## src/inc/sfr_defs.svh

```systemverilog
// sfr_defs.svh: register offsets, opcodes, field positions, reset values and counts
`ifndef SFR_DEFS_SVH
`define SFR_DEFS_SVH
// register byte offsets on the apb bus
`define SFR_OFF_CTRL   8'h00
`define SFR_OFF_STAT   8'h04
`define SFR_OFF_FLAG   8'h08
`define SFR_OFF_NVCR   8'h0c
`define SFR_OFF_VCR    8'h10
`define SFR_OFF_EVCR   8'h14
`define SFR_OFF_EAR    8'h18
`define SFR_OFF_STATE  8'h1c
// control register fields
`define SFR_CTRL_PROTO_LSB 0
`define SFR_CTRL_ADDR4_BIT 2
`define SFR_CTRL_DUMMY_LSB 4
// protocol codes: dual equals log2 of its line count; bad is the unused code, run as single line
`define SFR_PROTO_DUAL 2'h1
`define SFR_PROTO_BAD  2'h3
// reset values
`define SFR_CTRL_RST   8'h80
`define SFR_STAT_RST   8'h00
`define SFR_FLAG_RST   8'h80
`define SFR_NVCR_RST   16'hffff
`define SFR_VCR_RST    8'hfb
`define SFR_EVCR_RST   8'hff
`define SFR_EAR_RST    8'h00
`define SFR_NVCR_RSVD  16'h0010
// bit and clock counts
`define SFR_CMD_BITS   6'h08
`define SFR_ADDR3_BITS 6'h18
`define SFR_ADDR4_BITS 6'h20
`define SFR_WORD_DUMMY 4'h4
// opcodes
`define SFR_OP_READ    8'h03
`define SFR_OP_READ4   8'h13
`define SFR_OP_FAST    8'h0b
`define SFR_OP_FAST4   8'h0c
`define SFR_OP_DOUT    8'h3b
`define SFR_OP_DOUT4   8'h3c
`define SFR_OP_DIO     8'hbb
`define SFR_OP_DIO4    8'hbc
`define SFR_OP_QOUT    8'h6b
`define SFR_OP_QOUT4   8'h6c
`define SFR_OP_QIO     8'heb
`define SFR_OP_QIO4    8'hec
`define SFR_OP_WORD    8'he7
`define SFR_OP_DTR     8'h0d
`define SFR_OP_DTR4    8'h0e
`define SFR_OP_DDOUT   8'h3d
`define SFR_OP_DDIO    8'hbd
`define SFR_OP_DDIO4   8'hbe
`define SFR_OP_DQOUT   8'h6d
`define SFR_OP_DQIO    8'hed
`define SFR_OP_DQIO4   8'hee
`define SFR_OP_WREN    8'h06
`define SFR_OP_WRDI    8'h04
`define SFR_OP_CLRFLAG 8'h50
`define SFR_OP_RDSR    8'h05
`define SFR_OP_RDFLAG  8'h70
`define SFR_OP_RDNV    8'hb5
`define SFR_OP_RDVC    8'h85
`define SFR_OP_RDEV    8'h65
`define SFR_OP_RDEA    8'hc8
`endif

```

## src/inc/sfr_pkg.sv

```systemverilog
// sfr_pkg.sv: state and command attribute types
package sfr_pkg;
	typedef enum logic [2:0] {SFR_CMD, SFR_ADDR, SFR_DUMMY, SFR_DATA, SFR_HOLD, SFR_SKIP} sfr_state_t;
	typedef struct packed {
		logic       known;    // opcode accepted in this protocol
		logic       rd_array; // array read with address phase
		logic       rd_reg;   // register read
		logic       a4;       // four byte address opcode
		logic [1:0] alw;      // log2 address lines
		logic       adtr;     // address on both edges
		logic [1:0] dlw;      // log2 data lines
		logic       ddtr;     // data on both edges
		logic [1:0] dum;      // 0 none, 1 configured, 2 fixed four
	} sfr_attr_t;
endpackage

```

## src/inc/sfr_pins_if.sv

```systemverilog
// sfr_pins_if.sv: synchronised link pins and edge events
`timescale 1ns/1ps
interface sfr_pins_if;
	logic       sck_rise;
	logic       sck_fall;
	logic       cs_n;
	logic       cs_rise;
	logic [3:0] dq;
	modport src (output sck_rise, sck_fall, cs_n, cs_rise, dq);
	modport dst (input sck_rise, sck_fall, cs_n, cs_rise, dq);
endinterface

```

## src/logic/sfr_pin_sync.sv

```systemverilog
// sfr_pin_sync.sv: two-stage synchroniser and edge finder for the link pins
`timescale 1ns/1ps
module sfr_pin_sync (
	input  wire logic       clk_in,    // system clock
	input  wire logic       arst_n_in, // async reset, active low
	input  wire logic       sck_in,    // serial clock pin
	input  wire logic       cs_n_in,   // chip select pin, active low
	input  wire logic [3:0] dq_in,     // data pins
	sfr_pins_if.src         pins_out   // synchronised pins and events
);
	logic [5:0] s1;
	logic [5:0] s2;
	logic [1:0] s3;

	// s1 feeds only s2; edges come from s2 against s3
	always_ff @(posedge clk_in or negedge arst_n_in) begin
		if (!arst_n_in) begin
			s1 <= 6'h10;
			s2 <= 6'h10;
			s3 <= 2'h1;
		end else begin
			s1 <= {sck_in, cs_n_in, dq_in};
			s2 <= s1;
			s3 <= s2[5:4];
		end
	end

	// edge events, one cycle each
	assign pins_out.sck_rise = s2[5] & ~s3[1];
	assign pins_out.sck_fall = ~s2[5] & s3[1];
	assign pins_out.cs_n     = s2[4];
	assign pins_out.cs_rise  = s2[4] & ~s3[0];
	assign pins_out.dq       = s2[3:0];
endmodule

```

## src/logic/sfr_core.sv

```systemverilog
// sfr_core.sv: serial flash command front end for array reads, write latch and register reads
`timescale 1ns/1ps
`include "sfr_defs.svh"
module sfr_core (
	input  wire logic        CLK_IN,         // 50 MHz system clock
	input  wire logic        ARST_N_IN,      // async reset, active low
	input  wire logic        SCK_IN,         // serial clock from host
	input  wire logic        CS_N_IN,        // chip select, active low
	input  wire logic [3:0]  DQ_IN,          // data pins as seen on the wire
	output logic      [3:0]  DQ_OUT,         // data pin drive values
	output logic      [3:0]  DQ_OE_OUT,      // data pin enables, high drives
	output logic      [31:0] MEM_ADDR_OUT,   // array byte address
	input  wire logic [7:0]  MEM_DATA_IN,    // array byte at MEM_ADDR_OUT
	input  wire logic        BUSY_IN,        // program or erase in progress
	input  wire logic        PROT_ERR_SET_IN,// protection error event
	output logic             WEL_OUT,        // write enable latch
	input  wire logic        PSEL_IN,        // apb select
	input  wire logic        PENABLE_IN,     // apb enable
	input  wire logic        PWRITE_IN,      // apb direction
	input  wire logic [7:0]  PADDR_IN,       // apb byte address
	input  wire logic [31:0] PWDATA_IN,      // apb write data
	output logic      [31:0] PRDATA_OUT,     // apb read data
	output logic             PREADY_OUT,     // apb ready
	output logic             PSLVERR_OUT     // apb error on unmapped address
);
	sfr_pins_if pi ();

	sfr_pin_sync u_sync (
		.clk_in    (CLK_IN),
		.arst_n_in (ARST_N_IN),
		.sck_in    (SCK_IN),
		.cs_n_in   (CS_N_IN),
		.dq_in     (DQ_IN),
		.pins_out  (pi)
	);

	// software-visible registers
	logic [7:0]  ctrl;
	logic [7:0]  stat;
	logic [7:0]  flag;
	logic [15:0] nvcr;
	logic [7:0]  vcr;
	logic [7:0]  evcr;
	logic [7:0]  ear;
	logic        wel;
	logic        prot_err;
	logic [31:0] prdata;

	// link state
	sfr_pkg::sfr_state_t state;
	sfr_pkg::sfr_state_t next_state;
	sfr_pkg::sfr_attr_t  attr;
	sfr_pkg::sfr_attr_t  next_attr;
	sfr_pkg::sfr_attr_t  cmd_attr;
	logic [5:0]  cnt;
	logic [5:0]  next_cnt;
	logic [7:0]  opc;
	logic [7:0]  next_opc;
	logic [31:0] addr;
	logic [31:0] next_addr;
	logic [7:0]  sh;
	logic [7:0]  next_sh;
	logic [2:0]  ocnt;
	logic [2:0]  next_ocnt;
	logic [1:0]  nvb;
	logic [1:0]  next_nvb;
	logic        run;
	logic        next_run;
	logic [3:0]  dq_q;
	logic [3:0]  next_dq;
	logic [3:0]  oe_q;
	logic [3:0]  next_oe;

	// command attributes by opcode and protocol width
	function automatic sfr_pkg::sfr_attr_t decode(input logic [7:0] o, input logic [1:0] lw);
		sfr_pkg::sfr_attr_t a;
		a = '0;
		a.known = 1'b1;
		a.rd_array = 1'b1;
		a.alw = lw;
		a.dlw = lw;
		a.dum = 2'h1;
		case (o)
			`SFR_OP_READ, `SFR_OP_READ4: a.dum = 2'h0;
			`SFR_OP_FAST, `SFR_OP_FAST4: a.dum = 2'h1;
			`SFR_OP_DOUT, `SFR_OP_DOUT4: a.dlw = 2'h1;
			`SFR_OP_DIO, `SFR_OP_DIO4: begin
				a.alw = 2'h1;
				a.dlw = 2'h1;
			end
			`SFR_OP_QOUT, `SFR_OP_QOUT4: a.dlw = 2'h2;
			`SFR_OP_QIO, `SFR_OP_QIO4: begin
				a.alw = 2'h2;
				a.dlw = 2'h2;
			end
			`SFR_OP_WORD: begin
				a.known = (lw != `SFR_PROTO_DUAL);
				a.alw = 2'h2;
				a.dlw = 2'h2;
				a.dum = 2'h2;
			end
			`SFR_OP_DTR, `SFR_OP_DTR4: begin
				a.adtr = 1'b1;
				a.ddtr = 1'b1;
			end
			`SFR_OP_DDOUT: begin
				a.adtr = 1'b1;
				a.ddtr = 1'b1;
				a.dlw = 2'h1;
			end
			`SFR_OP_DDIO, `SFR_OP_DDIO4: begin
				a.adtr = 1'b1;
				a.ddtr = 1'b1;
				a.alw = 2'h1;
				a.dlw = 2'h1;
			end
			`SFR_OP_DQOUT: begin
				a.adtr = 1'b1;
				a.ddtr = 1'b1;
				a.dlw = 2'h2;
			end
			`SFR_OP_DQIO, `SFR_OP_DQIO4: begin
				a.adtr = 1'b1;
				a.ddtr = 1'b1;
				a.alw = 2'h2;
				a.dlw = 2'h2;
			end
			`SFR_OP_RDSR, `SFR_OP_RDFLAG, `SFR_OP_RDNV,
			`SFR_OP_RDVC, `SFR_OP_RDEV, `SFR_OP_RDEA: begin
				a.rd_array = 1'b0;
				a.rd_reg = 1'b1;
				a.dum = 2'h0;
			end
			`SFR_OP_WREN, `SFR_OP_WRDI, `SFR_OP_CLRFLAG: begin
				a.rd_array = 1'b0;
				a.dum = 2'h0;
			end
			default: begin
				a.known = 1'b0;
				a.rd_array = 1'b0;
			end
		endcase
		case (o)
			`SFR_OP_READ4, `SFR_OP_FAST4, `SFR_OP_DOUT4, `SFR_OP_DIO4, `SFR_OP_QOUT4,
			`SFR_OP_QIO4, `SFR_OP_DTR4, `SFR_OP_DDIO4, `SFR_OP_DQIO4: a.a4 = 1'b1;
			default: a.a4 = 1'b0;
		endcase
		return a;
	endfunction

	// shift one sample of 1, 2 or 4 lines into a word
	function automatic logic [31:0] shin(input logic [31:0] v, input logic [1:0] w,
		input logic [3:0] d);
		case (w)
			2'h0: shin = {v[30:0], d[0]};
			2'h1: shin = {v[29:0], d[1:0]};
			default: shin = {v[27:0], d};
		endcase
	endfunction

	// protocol, step sizes and phase ends
	wire [1:0]  lw        = (ctrl[`SFR_CTRL_PROTO_LSB +: 2] == `SFR_PROTO_BAD) ? 2'h0 :
		ctrl[`SFR_CTRL_PROTO_LSB +: 2];
	wire [31:0] cmd_word  = shin({24'h0, opc}, lw, pi.dq);
	wire [31:0] addr_sh   = shin(addr, attr.alw, pi.dq);
	wire [5:0]  cstep     = 6'h1 << lw;
	wire [5:0]  astep     = 6'h1 << attr.alw;
	wire [5:0]  abits     = (attr.a4 | ctrl[`SFR_CTRL_ADDR4_BIT]) ? `SFR_ADDR4_BITS :
		`SFR_ADDR3_BITS;
	wire        cmd_last  = (cnt + cstep) == `SFR_CMD_BITS;
	wire        addr_last = (cnt + astep) == abits;
	// the fall that closes the last command clock is not an address edge
	wire        a_ev      = pi.sck_rise | (attr.adtr & pi.sck_fall & (cnt != 6'h0));
	wire        o_ev      = pi.sck_fall | (attr.ddtr & run & pi.sck_rise);
	wire [3:0]  ndum      = (attr.dum == 2'h0) ? 4'h0 :
		(attr.dum == 2'h2) ? `SFR_WORD_DUMMY : ctrl[`SFR_CTRL_DUMMY_LSB +: 4];
	wire        dum_last  = (cnt[3:0] + 4'h1) == ndum;
	assign cmd_attr = decode(cmd_word[7:0], lw);

	// register bytes seen on the link
	wire [7:0]  sr_byte   = {stat[7:2], wel, BUSY_IN};
	wire [7:0]  fl_byte   = {flag[7:2], prot_err, flag[0]};
	wire [15:0] nv_rd     = nvcr | `SFR_NVCR_RSVD;
	wire [7:0]  nv_byte   = (nvb == 2'h0) ? nv_rd[7:0] :
		(nvb == 2'h1) ? nv_rd[15:8] : 8'h00;
	wire [7:0]  reg_byte  = (opc == `SFR_OP_RDSR) ? sr_byte :
		(opc == `SFR_OP_RDFLAG) ? fl_byte :
		(opc == `SFR_OP_RDNV) ? nv_byte :
		(opc == `SFR_OP_RDVC) ? vcr :
		(opc == `SFR_OP_RDEV) ? evcr : ear;
	wire [7:0]  src_byte  = attr.rd_array ? MEM_DATA_IN : reg_byte;

	// output chunk: top bits of the byte, placed on the active lines
	wire        load      = (ocnt == 3'h0);
	wire [7:0]  obyte     = load ? src_byte : sh;
	wire [3:0]  chunk     = (attr.dlw == 2'h0) ? {2'h0, obyte[7], 1'b0} :
		(attr.dlw == 2'h1) ? {2'h0, obyte[7:6]} : obyte[7:4];
	wire [3:0]  oe_mask   = (attr.dlw == 2'h0) ? 4'h2 :
		(attr.dlw == 2'h1) ? 4'h3 : 4'hf;
	wire [7:0]  shv       = (attr.dlw == 2'h0) ? {obyte[6:0], 1'b0} :
		(attr.dlw == 2'h1) ? {obyte[5:0], 2'h0} : {obyte[3:0], 4'h0};
	wire [2:0]  chunks_m1 = (attr.dlw == 2'h0) ? 3'h7 : (attr.dlw == 2'h1) ? 3'h3 : 3'h1;

	// single-byte commands run only when select rises in the hold state
	wire        exec      = pi.cs_rise & (state == sfr_pkg::SFR_HOLD);
	wire        set_wel   = exec & (opc == `SFR_OP_WREN);
	wire        clr_flag  = exec & (opc == `SFR_OP_CLRFLAG);
	wire        clr_wel   = (exec & (opc == `SFR_OP_WRDI) & ~prot_err) | clr_flag;

	// link sequencer next state
	always_comb begin
		next_state = state;
		next_attr = attr;
		next_cnt = cnt;
		next_opc = opc;
		next_addr = addr;
		next_sh = sh;
		next_ocnt = ocnt;
		next_nvb = nvb;
		next_run = run;
		next_dq = dq_q;
		next_oe = oe_q;
		if (pi.cs_n) begin
			next_state = sfr_pkg::SFR_CMD;
			next_cnt = 6'h0;
			next_run = 1'b0;
			next_ocnt = 3'h0;
			next_oe = 4'h0;
		end else begin
			case (state)
				sfr_pkg::SFR_CMD: begin
					if (pi.sck_rise) begin
						next_opc = cmd_word[7:0];
						next_cnt = cnt + cstep;
						if (cmd_last) begin
							next_cnt = 6'h0;
							next_attr = cmd_attr;
							next_addr = 32'h0;
							next_nvb = 2'h0;
							if (!cmd_attr.known)
								next_state = sfr_pkg::SFR_SKIP;
							else if (cmd_attr.rd_array)
								next_state = sfr_pkg::SFR_ADDR;
							else if (cmd_attr.rd_reg)
								next_state = sfr_pkg::SFR_DATA;
							else
								next_state = sfr_pkg::SFR_HOLD;
						end
					end
				end
				sfr_pkg::SFR_ADDR: begin
					if (a_ev) begin
						next_addr = addr_sh;
						next_cnt = cnt + astep;
						if (addr_last) begin
							next_cnt = 6'h0;
							if (attr.dum == 2'h2)
								next_addr[0] = 1'b0;
							next_state = (ndum == 4'h0) ? sfr_pkg::SFR_DATA :
								sfr_pkg::SFR_DUMMY;
						end
					end
				end
				sfr_pkg::SFR_DUMMY: begin
					if (pi.sck_rise) begin
						next_cnt = cnt + 6'h1;
						if (dum_last)
							next_state = sfr_pkg::SFR_DATA;
					end
				end
				sfr_pkg::SFR_DATA: begin
					if (o_ev) begin
						next_run = 1'b1;
						next_oe = oe_mask;
						next_dq = chunk;
						next_sh = shv;
						next_ocnt = load ? chunks_m1 : ocnt - 3'h1;
						if (load & attr.rd_array)
							next_addr = addr + 32'h1;
						if (load & attr.rd_reg & (nvb != 2'h2))
							next_nvb = nvb + 2'h1;
					end
				end
				sfr_pkg::SFR_HOLD: begin
					if (pi.sck_rise)
						next_state = sfr_pkg::SFR_SKIP;
				end
				default: next_state = sfr_pkg::SFR_SKIP;
			endcase
		end
	end

	// link sequencer registers
	always_ff @(posedge CLK_IN or negedge ARST_N_IN) begin
		if (!ARST_N_IN) begin
			state <= sfr_pkg::SFR_CMD;
			attr <= '0;
			cnt <= 6'h0;
			opc <= 8'h00;
			addr <= 32'h0;
			sh <= 8'h00;
			ocnt <= 3'h0;
			nvb <= 2'h0;
			run <= 1'b0;
			dq_q <= 4'h0;
			oe_q <= 4'h0;
		end else begin
			state <= next_state;
			attr <= next_attr;
			cnt <= next_cnt;
			opc <= next_opc;
			addr <= next_addr;
			sh <= next_sh;
			ocnt <= next_ocnt;
			nvb <= next_nvb;
			run <= next_run;
			dq_q <= next_dq;
			oe_q <= next_oe;
		end
	end

	// write enable latch and protection error flag; the error set wins over its clear
	always_ff @(posedge CLK_IN or negedge ARST_N_IN) begin
		if (!ARST_N_IN) begin
			wel <= 1'b0;
			prot_err <= 1'b0;
		end else begin
			if (set_wel)
				wel <= 1'b1;
			else if (clr_wel)
				wel <= 1'b0;
			if (PROT_ERR_SET_IN)
				prot_err <= 1'b1;
			else if (clr_flag)
				prot_err <= 1'b0;
		end
	end

	// apb decode and read mux
	wire        apb_setup = PSEL_IN & ~PENABLE_IN;
	wire        apb_acc   = PSEL_IN & PENABLE_IN;
	wire        hit_ctrl  = PADDR_IN == `SFR_OFF_CTRL;
	wire        hit_stat  = PADDR_IN == `SFR_OFF_STAT;
	wire        hit_flag  = PADDR_IN == `SFR_OFF_FLAG;
	wire        hit_nvcr  = PADDR_IN == `SFR_OFF_NVCR;
	wire        hit_vcr   = PADDR_IN == `SFR_OFF_VCR;
	wire        hit_evcr  = PADDR_IN == `SFR_OFF_EVCR;
	wire        hit_ear   = PADDR_IN == `SFR_OFF_EAR;
	wire        hit_state = PADDR_IN == `SFR_OFF_STATE;
	wire        hit       = hit_ctrl | hit_stat | hit_flag | hit_nvcr | hit_vcr |
		hit_evcr | hit_ear | hit_state;
	wire        apb_wr    = apb_acc & PWRITE_IN;
	wire [31:0] rd_mux    = hit_ctrl ? {24'h0, ctrl} :
		hit_stat ? {24'h0, sr_byte} :
		hit_flag ? {24'h0, fl_byte} :
		hit_nvcr ? {16'h0, nvcr} :
		hit_vcr ? {24'h0, vcr} :
		hit_evcr ? {24'h0, evcr} :
		hit_ear ? {24'h0, ear} :
		hit_state ? {29'h0, BUSY_IN, prot_err, wel} : 32'h0;

	// apb register writes, taken in the access cycle
	always_ff @(posedge CLK_IN or negedge ARST_N_IN) begin
		if (!ARST_N_IN) begin
			ctrl <= `SFR_CTRL_RST;
			stat <= `SFR_STAT_RST;
			flag <= `SFR_FLAG_RST;
			nvcr <= `SFR_NVCR_RST;
			vcr <= `SFR_VCR_RST;
			evcr <= `SFR_EVCR_RST;
			ear <= `SFR_EAR_RST;
		end else if (apb_wr) begin
			if (hit_ctrl)
				ctrl <= PWDATA_IN[7:0];
			if (hit_stat)
				stat <= PWDATA_IN[7:0];
			if (hit_flag)
				flag <= PWDATA_IN[7:0];
			if (hit_nvcr)
				nvcr <= PWDATA_IN[15:0];
			if (hit_vcr)
				vcr <= PWDATA_IN[7:0];
			if (hit_evcr)
				evcr <= PWDATA_IN[7:0];
			if (hit_ear)
				ear <= PWDATA_IN[7:0];
		end
	end

	// read data captured in the setup cycle, stable through the access cycle
	always_ff @(posedge CLK_IN or negedge ARST_N_IN) begin
		if (!ARST_N_IN)
			prdata <= 32'h0;
		else if (apb_setup)
			prdata <= rd_mux;
	end

	// outputs
	assign PRDATA_OUT   = prdata;
	assign PREADY_OUT   = 1'b1;
	assign PSLVERR_OUT  = apb_acc & ~hit;
	assign DQ_OUT       = dq_q;
	assign DQ_OE_OUT    = oe_q;
	assign MEM_ADDR_OUT = addr;
	assign WEL_OUT      = wel;
endmodule

```

## config.mk

```make
export PLATFORM = sky130hd
export DESIGN_NAME = sfr_core
export DESIGN_NICKNAME = d
export VERILOG_FILES = /design/src/inc/sfr_pkg.sv /design/src/inc/sfr_pins_if.sv /design/src/logic/sfr_pin_sync.sv /design/src/logic/sfr_core.sv
export VERILOG_INCLUDE_DIRS = /design/src /design/src/inc
export SDC_FILE = /design/constraint.sdc
export NUM_CORES = 1
export LEC_CHECK = 0
export BUFFER_PORTS_ARGS = -buffer_cell sky130_fd_sc_hd__buf_2
export CAP_MARGIN = 5
export CORE_MARGIN = 4
export CORE_UTILIZATION = 59
export DETAILED_ROUTE_END_ITERATION = 16
export PLACE_DENSITY_LB_ADDON = 0.25
export REMOVE_ABC_BUFFERS = 1
export SLEW_MARGIN = 40
export SYNTH_ARGS = -nofsm -noshare
export SYNTH_HDL_FRONTEND = slang
export SYNTH_HIERARCHICAL = 1
export SYNTH_SLANG_ARGS = --single-unit
```

## constraint.sdc

```tcl
create_clock -name CLK_IN -period 4.63 [get_ports CLK_IN]
set_clock_uncertainty 0.15 [all_clocks]
set_input_delay 0 -clock CLK_IN [delete_from_list [all_inputs] [get_ports CLK_IN]]
set_output_delay 0 -clock CLK_IN [all_outputs]
set_load 0.01 [all_outputs]
```

## Word level (Yosys, flattened, before mapping)

Index checks and enable logic that the tools add are counted.

- Bits in registers: 193
- Bits of input ports: 61

- Add/sub/neg operators: 7
- Equal/unequal tests: 74
- Shift-type cells: 2
- Muxes and demuxes: 86
- Bitwise operators: 37
- Reductions and logical operators: 42

Operators with widths:

| kind | count |
|---|---|
| 32-bit two-way mux | 5 |
| 8-bit equality test (second input constant) | 14 |
| 8-bit two-way mux | 14 |
| 32-bit case mux with 3 select lines | 1 |
| 8-bit by 7-bit equality test with 1-bit output (second input constant) | 9 |
| 16-bit two-way mux | 4 |
| 32-bit case mux with 2 select lines | 1 |
| 8-bit by 3-bit equality test with 1-bit output (second input constant) | 7 |
| 3-bit two-way mux | 17 |
| 8-bit by 4-bit equality test with 1-bit output (second input constant) | 6 |
| 6-bit two-way mux | 7 |
| 8-bit by 5-bit equality test with 1-bit output (second input constant) | 5 |
| 4-bit two-way mux | 9 |
| 32-bit by 1-bit adder with 32-bit output (second input constant) | 1 |
| 29-bit OR reduction | 1 |
| 8-bit by 6-bit equality test with 1-bit output (second input constant) | 3 |
| 3-bit by 2-bit != test with 1-bit output (second input constant) | 7 |
| 21-bit OR reduction | 1 |
| 1-bit AND | 19 |
| 6-bit case mux with 3 select lines | 1 |
| 2-bit case mux with 2 select lines | 4 |
| 8-bit case mux with 2 select lines | 1 |
| 2-bit AND reduction | 8 |
| 8-bit OR reduction | 2 |
| 42 further kinds | 101 |

## Depth between registers and ports, before layout

Gate-level depths: netlist of the first run.

- Word-level depth: 14
- Mapped depth: 15
- Gate-level depth less buffers: 13

## Modules after synthesis

The synthesis of the first run kept the hierarchy.

By module, submodules not included:

| module | instances | cells an instance | area an instance (um^2) |
|---|---|---|---|
| sfr_core | 1 | 1232 | 10767.8 |
| sfr_pin_sync | 1 | 21 | 405.4 |

## Worst setup path before layout of the first run

Ideal clock, no wire load.

- Path kind: flip-flop to flip-flop
- From: register attr[6] in the netlist's numbering
- To: register addr[0] (netlist: MEM_ADDR_OUT[0])
- Library setup time: 121 ps
- Arrival time: 2943 ps
- Required time: 4359 ps
- Path slack: 1416 ps
- Stages on the path, launching flop included: 12
- Path buffers: 2
- Period minus slack after synthesis: 3214 ps
- Cell sequence: dfrtp_1 clkbuf_1 buf_1 nand2b_1 fa_1 o21bai_1 a21oi_1 xor2_1 nor3_1 o2111ai_1 o311a_1 o22a_1

- Longest elaborated chain between the ends: 6

Ends and longest elaborated chain:

| element | RTL line | source |
|---|---|---|
| from (decl) | sfr_core.sv:52 | `sfr_pkg::sfr_attr_t attr;` |
| from (signal assigned) | sfr_core.sv:309 | `attr <= next_attr;` |
| 1-bit by 2-bit left shift with 6-bit output | sfr_core.sv:167 | `wire [5:0] astep = 6'h1 << attr.alw;` |
| 6-bit adder | sfr_core.sv:171 | `wire addr_last = (cnt + astep) == abits;` |
| 6-bit equality test | sfr_core.sv:171 |  |
| 1-bit two-way mux | sfr_core.sv:255 | `if (addr_last) begin` |
| 32-bit two-way mux | sfr_core.sv:252 | `if (a_ev) begin` |
| 32-bit case mux with 3 select lines | sfr_core.sv:230 | `case (state)` |
| to (signal assigned) | sfr_core.sv:312 | `addr <= next_addr;` |
| to (decl) | sfr_core.sv:59 | `logic [31:0] addr;` |

Every way passes these cells. The select of a mux whose other input is x is not followed.
A chain may end at the register's enable or synchronous reset.

## Final worst setup path of the first run

- From: register ctrl[0]
- To: register addr[21] (netlist: MEM_ADDR_OUT[21])

- Longest elaborated chain between the ends: 7

Ends and longest elaborated chain:

| element | RTL line | source |
|---|---|---|
| from (decl) | sfr_core.sv:38 | `logic [7:0] ctrl;` |
| from (signal assigned) | sfr_core.sv:365 | `` ctrl <= `SFR_CTRL_RST; `` |
| from (signal assigned) | sfr_core.sv:374 | `ctrl <= PWDATA_IN[7:0];` |
| 2-bit equality test (no line) | n/a |  |
| 2-bit two-way mux * | sfr_core.sv:162 | `` wire [1:0] lw = (ctrl[`SFR_CTRL_PROTO_LSB +: 2] == `SFR_PROTO_BAD) ? 2'h0 : `` |
| 1-bit by 2-bit left shift with 6-bit output * | sfr_core.sv:166 | `wire [5:0] cstep = 6'h1 << lw;` |
| 6-bit adder * | sfr_core.sv:170 | `` wire cmd_last = (cnt + cstep) == `SFR_CMD_BITS; `` |
| 6-bit by 4-bit equality test with 1-bit output (no line) * | n/a |  |
| 2-bit != test (no line) * | n/a |  |
| 7-bit AND reduction (no line) * | n/a |  |

Mark *: on every way between the ends. The rest lies on a longest branch, timed or not.

==> metrics.txt, run 1 <==
# TYPE chip_impl_metric gauge
chip_impl_info{name="status",value="finished clean"} 1
chip_impl_metric{name="post_cts_buffers",unit=""} 0
chip_impl_metric{name="antenna_violations_before_repair",unit=""} 0
chip_impl_metric{name="post_drt_via_cell_ratio",unit=""} 6.44
chip_impl_metric{name="syn_std_cell_area",unit="um^2"} 11200
chip_impl_metric{name="first_pass_iters",unit=""} 6
chip_impl_metric{name="net_switching",unit="mW"} 1.19
chip_impl_info{name="hold_class",value="in -> async"} 1
chip_impl_metric{name="clock-sinks",unit=""} 171
chip_impl_metric{name="slew_headroom",unit="%"} 37.9
chip_impl_metric{name="maxCapViolations",unit=""} 0
chip_impl_metric{name="global_route_usage_over_all_layers",unit="%"} 28.5
chip_impl_metric{name="die-area",unit="um^2"} 21200
chip_impl_metric{name="comb_power_share",unit="%"} 15.3
chip_impl_metric{name="sequentialPowerShare",unit="%"} 43.7
chip_impl_metric{name="worstMarginPinSlew",unit="ps"} 929
chip_impl_metric{name="rows",unit=""} 50
chip_impl_metric{name="synth_mux_area_share",unit="%"} 11.3
chip_impl_metric{name="yosysWarnings",unit=""} 6
chip_impl_metric{name="synthSimpleGateAreaFrac",unit="%"} 17.3
chip_impl_metric{name="number_of_h_tree_branching_levels",unit=""} 4
chip_impl_info{name="synth_top_cells_by_count",value="135 x dfrtp_1, 132 x nand2_1, 130 x o21ai_0"} 1
chip_impl_metric{name="post-dp-hpwl",unit="mm"} 21.1
chip_impl_metric{name="setup_tns",unit="ps"} 0
chip_impl_metric{name="syn-mean-instance-area",unit="um^2"} 8.92
chip_impl_metric{name="die_h",unit="um"} 146
chip_impl_info{name="top_layer_used",value="met4"} 1
chip_impl_info{name="setup.worst_path.class",value="reg -> reg"} 1
chip_impl_metric{name="setup_violations",unit=""} 0
chip_impl_metric{name="vdd_drop_max",unit="mV"} 0.311
chip_impl_metric{name="max_freq",unit="MHz"} 249
chip_impl_metric{name="crit_arrival",unit="ps"} 4180
chip_impl_metric{name="top_area_cell_type_share_of_the_netlist_area",unit="%"} 30.2
chip_impl_metric{name="post_route_minimum_period",unit="ps"} 4020
chip_impl_metric{name="fillers",unit=""} 1568
chip_impl_info{name="synthMostInstantiatedCell",value="dfrtp_1"} 1
chip_impl_metric{name="power_switching_share",unit="%"} 31.3
chip_impl_metric{name="drt.antenna.violating_nets",unit=""} 0
chip_impl_metric{name="synthToLayoutAreaGrowth",unit="%"} 11.7
chip_impl_info{name="cts_tree",value="yes"} 1
chip_impl_metric{name="storage_element_area",unit="um^2"} 4330
chip_impl_metric{name="wl_met2",unit="mm"} 13.6
chip_impl_metric{name="power.clock.fraction",unit="%"} 41.0
chip_impl_metric{name="place.port_buffers",unit=""} 102
chip_impl_metric{name="worst_setup_hold_path_clk_slew",unit="ps"} 80
chip_impl_metric{name="core",unit="um^2"} 18600
chip_impl_metric{name="routed_wire_length_per_instance",unit="um"} 19.5
chip_impl_metric{name="num-nets-final",unit=""} 1392
chip_impl_metric{name="initial_utilization",unit="%"} 59.9
chip_impl_metric{name="post_synth_fa_ha_maj_area_fraction",unit="%"} 2.49
chip_impl_metric{name="timing_max_transition_violations_final",unit=""} 0
chip_impl_metric{name="cts.repair.resized",unit=""} 0
chip_impl_info{name="rsz0062_at_grt",value="false"} 1
chip_impl_metric{name="final_routed_drc_violation_total",unit=""} 0
chip_impl_metric{name="complex_gate_fraction_of_the_synthesized_area",unit="%"} 22.2
chip_impl_metric{name="syn-instance-count",unit=""} 1253
chip_impl_metric{name="cts-root-to-sink-buffers",unit=""} 2
chip_impl_metric{name="postCtsHoldBufs",unit=""} 30
chip_impl_metric{name="routed-wl-met3",unit="mm"} 2.67
chip_impl_metric{name="whs",unit="ps"} 7.40
chip_impl_metric{name="io-pin-count",unit=""} 136
chip_impl_metric{name="synth_seq_area_share",unit="%"} 38.7
chip_impl_info{name="end_kind",value="flip-flop"} 1
chip_impl_metric{name="crit_fanout",unit=""} 18
chip_impl_metric{name="first_global_vias",unit=""} 9313
chip_impl_metric{name="share_of_flip_flops_with_an_asynchronous_set_or_reset_after_synthesis",unit="%"} 100
chip_impl_metric{name="final-hold-violation-count",unit=""} 0
chip_impl_metric{name="number_of_flip_flops_and_latches_in_the_synthesized_netlist",unit=""} 171
chip_impl_metric{name="share_of_cells_above_drive_strength_1",unit="%"} 20.9
chip_impl_metric{name="leakage",unit="nW"} 5.33
chip_impl_metric{name="cts_inserted_buffers",unit=""} 17
chip_impl_metric{name="chipWidth",unit="um"} 146
chip_impl_metric{name="timing.final.crit_share",unit="%"} 86.8
chip_impl_info{name="postSynth.topFlopCell",value="dfrtp_1"} 1
chip_impl_metric{name="power_density",unit="nW/um^2"} 304
chip_impl_info{name="netlist_top_cells_area",value="dfrtp_1 30%, dfstp_2 8.5%, o21ai_0 5.8%, mux2_2 5.2%, nand2_1 4.4%"} 1
chip_impl_metric{name="n_antenna_cell",unit=""} 0
chip_impl_metric{name="post-place-ws",unit="ps"} 722
chip_impl_metric{name="largest_net_degree_at_the_start_of_global_routing",unit=""} 89
chip_impl_info{name="combinational_family_with_the_most_area_after_synthesis",value="compound AO/OA/AOI/OAI gates"} 1
chip_impl_metric{name="critPathRequiredTime",unit="ps"} 4790
chip_impl_metric{name="yosys.area_share.xor_xnor",unit="%"} 1.33
chip_impl_metric{name="multi_input_area",unit="um^2"} 6180
chip_impl_info{name="setup.worst_path.start_class",value="flip-flop"} 1
chip_impl_metric{name="wirelength",unit="mm"} 30.4
chip_impl_metric{name="met1_length",unit="mm"} 13.5
chip_impl_metric{name="routed-via-count",unit=""} 10022
chip_impl_metric{name="gpl.final_weighted_congestion",unit=""} 0.960
chip_impl_metric{name="drtIter0Drc",unit=""} 1091
chip_impl_metric{name="global_route.overflow_total",unit=""} 0
chip_impl_metric{name="clock_insertion_delay_worst_skew",unit="ps"} 440
chip_impl_metric{name="post_synth_num_cell_types",unit=""} 88
chip_impl_metric{name="synth_enable_flop_cells",unit=""} 0
chip_impl_metric{name="grt_first_pass_wirelength",unit="mm"} 49.7
chip_impl_metric{name="timing.final.ws_setup",unit="ps"} 610
chip_impl_info{name="cell_type_contributing_the_most_total_cell_area_after_synthesis",value="dfrtp_1"} 1
chip_impl_info{name="cts.root.buffer_cell",value="clkbuf_16"} 1
chip_impl_metric{name="internal-power",unit="mW"} 2.61
==> cell families (layout without fill, tap and decap cells) <==
family,Yosys count,count (layout)
simple gates,393,393
flops,171,171
fa+ha+maj,21,21
mux,114,114
buf+inv,153,208
xor+xnor,17,17
compound gates,382,382
other cells,2,17
==> registers in the layout, indices dropped and copies added (netlist names), 6 cells and up <==
signal and cells:
attr 10, ctrl 8, u_sync/s1 6, MEM_ADDR_OUT 32
nvcr 16, u_sync/s2 6, sh 7, opc 8
vcr 8, ear 8, PRDATA_OUT 16, stat 6
cnt 6, evcr 8, flag 7
==> final timing paths <==
check,startpoint,endpoint,slack [ps],depth (start not counted)
min in group CLK_IN,MEM_DATA_IN[4],DQ_OUT[0],10,5
max in group asynchronous,ARST_N_IN,MEM_ADDR_OUT[6],3250,3
worst min register to register,u_sync/s1[0],u_sync/s2[0],200,0
worst max-delay path,ctrl[0],MEM_ADDR_OUT[21],610,13
worst min-delay path,ARST_N_IN,PRDATA_OUT[12],7,2
worst max register to register,ctrl[0],MEM_ADDR_OUT[21],610,13
==> metal layers <==
metal  GRT usage [%]  up-vias
li1                -     4665
met1            41.9     4861
met4            8.17        0
met2            42.4      442
met3            6.54       54
met5               0        -
==> final cells by class <==
type | count | area share [%]
timing repair buffer | 142 | 7.20
tap | 234 | 2.35
sequential | 171 | 34.7
inverter | 34 | 1.02
clock inverter | 15 | 1.82
clock buffer | 17 | 3.41
multi-input combinational | 944 | 49.5
==> power groups by stage <==
| stage | Clock (mW) | Sequential (mW) | Combinational [mW] |
|---|---|---|---|
| floorplan | 0 | 1.66 | 0.365 |
| global placement | 0 | 1.68 | 0.542 |
| detailed placement | 0 | 1.68 | 0.549 |
| CTS | 1.58 | 1.66 | 0.572 |
| global route | 1.63 | 1.67 | 0.640 |
| finish | 1.55 | 1.66 | 0.580 |
==> per-stage QoR <==
| stage | util, % | power, mW | instance area, um^2 | std cells |
|---|---|---|---|---|
| finish | 66.9 | 3.79 | 12500 | 1557 |
| global placement | 61.7 | 2.22 | 11500 | 1494 |
| detailed placement | 61.8 | 2.23 | 11500 | 1495 |
| floorplan | - | 2.02 | 10600 | 1149 |
| CTS | 66.9 | 3.80 | 12500 | 1557 |
| global route | 66.9 | 3.94 | 12500 | 1557 |
==> worst max-delay path, stage by stage, from the launching register on <==
cell       delay [ps]
dfrtp_1           400
inv_1              80
ha_1              450
ha_1              280
fa_1              410
a21o_1            170
a21oi_1           310
xor2_1            220
a41o_1            220
o2bb2ai_1         150
nand2_1           350
buf_4             330
o21ai_0           220
o21ai_0           130
==> placed cells by master (no fill, tap or decap), types with 11 or more instances in the layout <==
cell	synthesis	routed
a211oi_1	16	16
a21oi_1	71	71
a221oi_1	13	13
a22o_1	16	16
a22oi_1	14	14
a31oi_1	24	24
and2_1	11	11
and3_1	14	14
buf_2	16	101
clkbuf_16	0	17
conb_1	2	17
dfrtp_1	135	134
dfstp_2	36	36
dlygate4sd3_1	0	30
ha_1	19	19
inv_1	34	34
mux2_2	52	52
mux2i_1	45	45
nand2_1	132	132
nand3_1	40	40
nor2_1	99	99
nor2b_1	17	14
nor3_1	17	17
o21ai_0	130	130
o22ai_1	13	13
xor2_1	11	11
No activity file was read; power rests on OpenSTA's default activity.
==> run 2: changes to the inputs <==
--- a/config.mk
+++ b/config.mk
@@ -6,10 +6,11 @@
 export SDC_FILE = /design/constraint.sdc
 export NUM_CORES = 1
 export LEC_CHECK = 0
-export BUFFER_PORTS_ARGS = -buffer_cell sky130_fd_sc_hd__buf_2
+export ABC_AREA = 0
+export BUFFER_PORTS_ARGS = -buffer_cell sky130_fd_sc_hd__buf_4
 export CAP_MARGIN = 5
 export CORE_MARGIN = 4
-export CORE_UTILIZATION = 59
+export CORE_UTILIZATION = 64
 export DETAILED_ROUTE_END_ITERATION = 16
 export PLACE_DENSITY_LB_ADDON = 0.25
 export REMOVE_ABC_BUFFERS = 1
==> constraint.sdc (replaced) <==
create_clock -name CLK_IN -period 4.85 [get_ports CLK_IN]
set_clock_uncertainty 0.15 [all_clocks]
set_input_delay 0 -clock CLK_IN [delete_from_list [all_inputs] [get_ports CLK_IN]]
set_output_delay 0 -clock CLK_IN [all_outputs]
set_load 0.01 [all_outputs]
==> run 2 against run 1 <==
Non-clock buffer count stayed put. Register-to-register slack better by 360 ps. Worst hold slack worse by 6.1 ps.
==> metrics.txt, run 2 (synthesis gave the netlist of run 1 again) <==
# TYPE chip_impl_metric gauge
chip_impl_info{name="status",value="finished clean"} 1
chip_impl_info{name="reg2reg_to",value="MEM_ADDR_OUT[24]"} 1
chip_impl_metric{name="antenna_violations_before_repair",unit=""} 0
chip_impl_metric{name="slew_headroom",unit="%"} 36.3
chip_impl_metric{name="final-hold-violation-count",unit=""} 0
chip_impl_metric{name="clock-sinks",unit=""} 171
chip_impl_metric{name="final_routed_drc_violation_total",unit=""} 0
chip_impl_metric{name="fillers",unit=""} 1292
chip_impl_metric{name="critical-path-max-stage-delay",unit="ps"} 450
chip_impl_info{name="critical_path.slowest_cell",value="ha_1"} 1
chip_impl_info{name="setup.worst_path.start_class",value="flip-flop"} 1
chip_impl_info{name="rsz0062_at_grt",value="false"} 1
chip_impl_metric{name="global_route.overflow_total",unit=""} 0
chip_impl_metric{name="drt.antenna.violating_nets",unit=""} 0
chip_impl_metric{name="num-nets-final",unit=""} 1392
chip_impl_metric{name="global_route_usage_over_all_layers",unit="%"} 31.3
chip_impl_metric{name="rows",unit=""} 48
chip_impl_metric{name="place.port_buffers",unit=""} 102
chip_impl_metric{name="rr_worst_depth",unit=""} 13
chip_impl_metric{name="power_density",unit="nW/um^2"} 278
chip_impl_metric{name="post_route_minimum_period",unit="ps"} 3880
chip_impl_metric{name="grt_first_pass_wirelength",unit="mm"} 49.9
chip_impl_metric{name="timing.final.crit_share",unit="%"} 79.9
chip_impl_info{name="end_kind",value="flip-flop"} 1
chip_impl_metric{name="post_drt_via_cell_ratio",unit=""} 6.52
chip_impl_metric{name="max_freq",unit="MHz"} 258
chip_impl_metric{name="gpl.final_weighted_congestion",unit=""} 0.980
chip_impl_metric{name="maxCapViolations",unit=""} 0
chip_impl_info{name="cts_tree",value="yes"} 1
chip_impl_metric{name="setup_tns",unit="ps"} 0
chip_impl_metric{name="share_of_cells_above_drive_strength_1",unit="%"} 20.9
chip_impl_metric{name="chipWidth",unit="um"} 140
chip_impl_metric{name="r2r_setup_slack",unit="ps"} 970
chip_impl_metric{name="first_pass_iters",unit=""} 6
chip_impl_info{name="hold_class",value="in -> async"} 1
chip_impl_metric{name="initial_utilization",unit="%"} 65.0
chip_impl_info{name="cpMostUsedCell",value="ha_1"} 1
chip_impl_metric{name="largest_net_degree_at_the_start_of_global_routing",unit=""} 78
chip_impl_metric{name="die_h",unit="um"} 140
chip_impl_metric{name="largest_register_ffs",unit=""} 32
chip_impl_metric{name="crit_arrival",unit="ps"} 4020
chip_impl_metric{name="routed-via-count",unit=""} 10092
chip_impl_info{name="worst_r2r_startpoint",value="ctrl[0]"} 1
chip_impl_metric{name="timing_max_transition_violations_final",unit=""} 0
chip_impl_metric{name="clock_insertion_delay_worst_skew",unit="ps"} 440
chip_impl_metric{name="die-area",unit="um^2"} 19600
chip_impl_metric{name="leakage",unit="nW"} 5.34
chip_impl_metric{name="crit_fanout",unit=""} 31
chip_impl_info{name="crit_chain",value="inv_1, ha_1, ha_1, fa_1, a21o_1, a21oi_1, xor2_1, a41o_1, o2bb2ai_1, nand2_1, buf_4, o21ai_0, o311ai_0"} 1
chip_impl_metric{name="cts-root-to-sink-buffers",unit=""} 2
chip_impl_metric{name="drtIter0Drc",unit=""} 961
chip_impl_metric{name="final_core_utilization",unit="%"} 73.7
chip_impl_metric{name="routed_wire_length_per_instance",unit="um"} 20.2
chip_impl_metric{name="number_of_h_tree_branching_levels",unit=""} 4
chip_impl_metric{name="n_antenna_cell",unit=""} 0
chip_impl_info{name="cts.root.buffer_cell",value="clkbuf_16"} 1
chip_impl_metric{name="synthToLayoutAreaGrowth",unit="%"} 13.3
chip_impl_metric{name="post_cts_buffers",unit=""} 0
chip_impl_metric{name="whs",unit="ps"} 1.27
chip_impl_metric{name="cts_inserted_buffers",unit=""} 17
chip_impl_metric{name="post-dp-hpwl",unit="mm"} 21.9
chip_impl_info{name="most_common_library_cell_in_the_layout_ignoring_fill_and_taps",value="dfrtp_1"} 1
chip_impl_metric{name="wirelength",unit="mm"} 31.3
chip_impl_metric{name="critPathRequiredTime",unit="ps"} 5000
chip_impl_metric{name="worstMarginPinSlew",unit="ps"} 931
chip_impl_info{name="setup.worst_path.class",value="reg -> reg"} 1
chip_impl_metric{name="design_power_total",unit="mW"} 3.52
chip_impl_metric{name="setup_violations",unit=""} 0
chip_impl_metric{name="core",unit="um^2"} 17200
chip_impl_metric{name="io-pin-count",unit=""} 136
chip_impl_info{name="layout_common_cells",value="134 x dfrtp_1, 132 x nand2_1, 130 x o21ai_0"} 1
chip_impl_metric{name="worst_setup_hold_path_clk_slew",unit="ps"} 80
chip_impl_metric{name="first_global_vias",unit=""} 9407
chip_impl_metric{name="vdd_drop_max",unit="mV"} 0.253
==> run 2: cell types whose count changed in the layout (fill, tap and decap cells not counted), sizes merged <==
cell / change
bufinv: -2
dlygate4sd3: +1
clkbuf: -1
clkinv: -1
clkinvlp: +1
inv: +2
==> run 2: power breakdown <==
part / internal (mW) / leakage (nW) / switching (mW)
Sequential: 1.48 / 2.19 / 0.112
Clock: 0.693 / 0.290 / 0.666
Combinational: 0.227 / 2.86 / 0.347
Total: 2.40 / 5.34 / 1.12
==> run 2: worst max-delay path by stage <==
stage,start,endpoint,slack [ps],depth (start not counted)
detailed placement,ctrl[0],MEM_ADDR_OUT[29],1000,13
CTS,ctrl[0],MEM_ADDR_OUT[29],1010,13
global placement,ctrl[0],MEM_ADDR_OUT[24],1100,13
floorplan,attr[6],MEM_ADDR_OUT[0],1360,9
global route,ctrl[0],MEM_ADDR_OUT[23],720,13
finish,ctrl[0],MEM_ADDR_OUT[24],970,13
==> run 2: critical path: cells and delay by family (launching register included) <==
| kind | cells | cell delay, ps |
|---|---|---|
| AOI/OAI and AO/OA | 6 | 1140 |
| adders and majority gates | 3 | 1130 |
| buffers and inverters | 2 | 420 |
| DFF | 1 | 400 |
| and+or+nand+nor | 1 | 280 |
| xor gates and xnor gates | 1 | 210 |
==> run 2: cell type report <==
cell class | instances | area [um^2] | share of cell area, %
Clock buffer | 17 | 425 | 3.36
Clock inverter | 15 | 170 | 1.34
Inverter | 34 | 128 | 1.01
Multi-Input combinational cell | 944 | 6180 | 48.8
Sequential cell | 171 | 4330 | 34.2
Tap cell | 225 | 282 | 2.22
Timing Repair Buffer | 142 | 1150 | 9.06
==> run 2: routing by layer <==
| layer | wire [um] | part of all wire, % | up-vias | GRT usage [%] |
|---|---|---|---|---|
| met4 | 455 | 1.5 | 0 | 7.90 |
| met2 | 14700 | 47 | 533 | 49.4 |
| met3 | 3320 | 11 | 49 | 7.65 |
| li1 | - | - | 4635 | - |
| met1 | 12800 | 41 | 4875 | 43.9 |
| met5 | 0 | 0 | - | 0 |
==> run 2: what timing repair did <==
item / in CTS / in global routing
hold endpoints to repair: 152 / 0
gates resized for setup: 0 / 0
setup endpoints to repair: 0 / 0
hold buffers: 31 / 0
==> run 2: per-stage QoR <==
step / worst slack (ps) / area, um^2 / cells
after detailed placement: 1000 / 11700 / 1484
final: 974 / 12700 / 1548
after floorplan: 1360 / 10600 / 1149
after global routing: 721 / 12700 / 1548
after CTS: 1010 / 12600 / 1547
after global placement: 1100 / 11700 / 1484
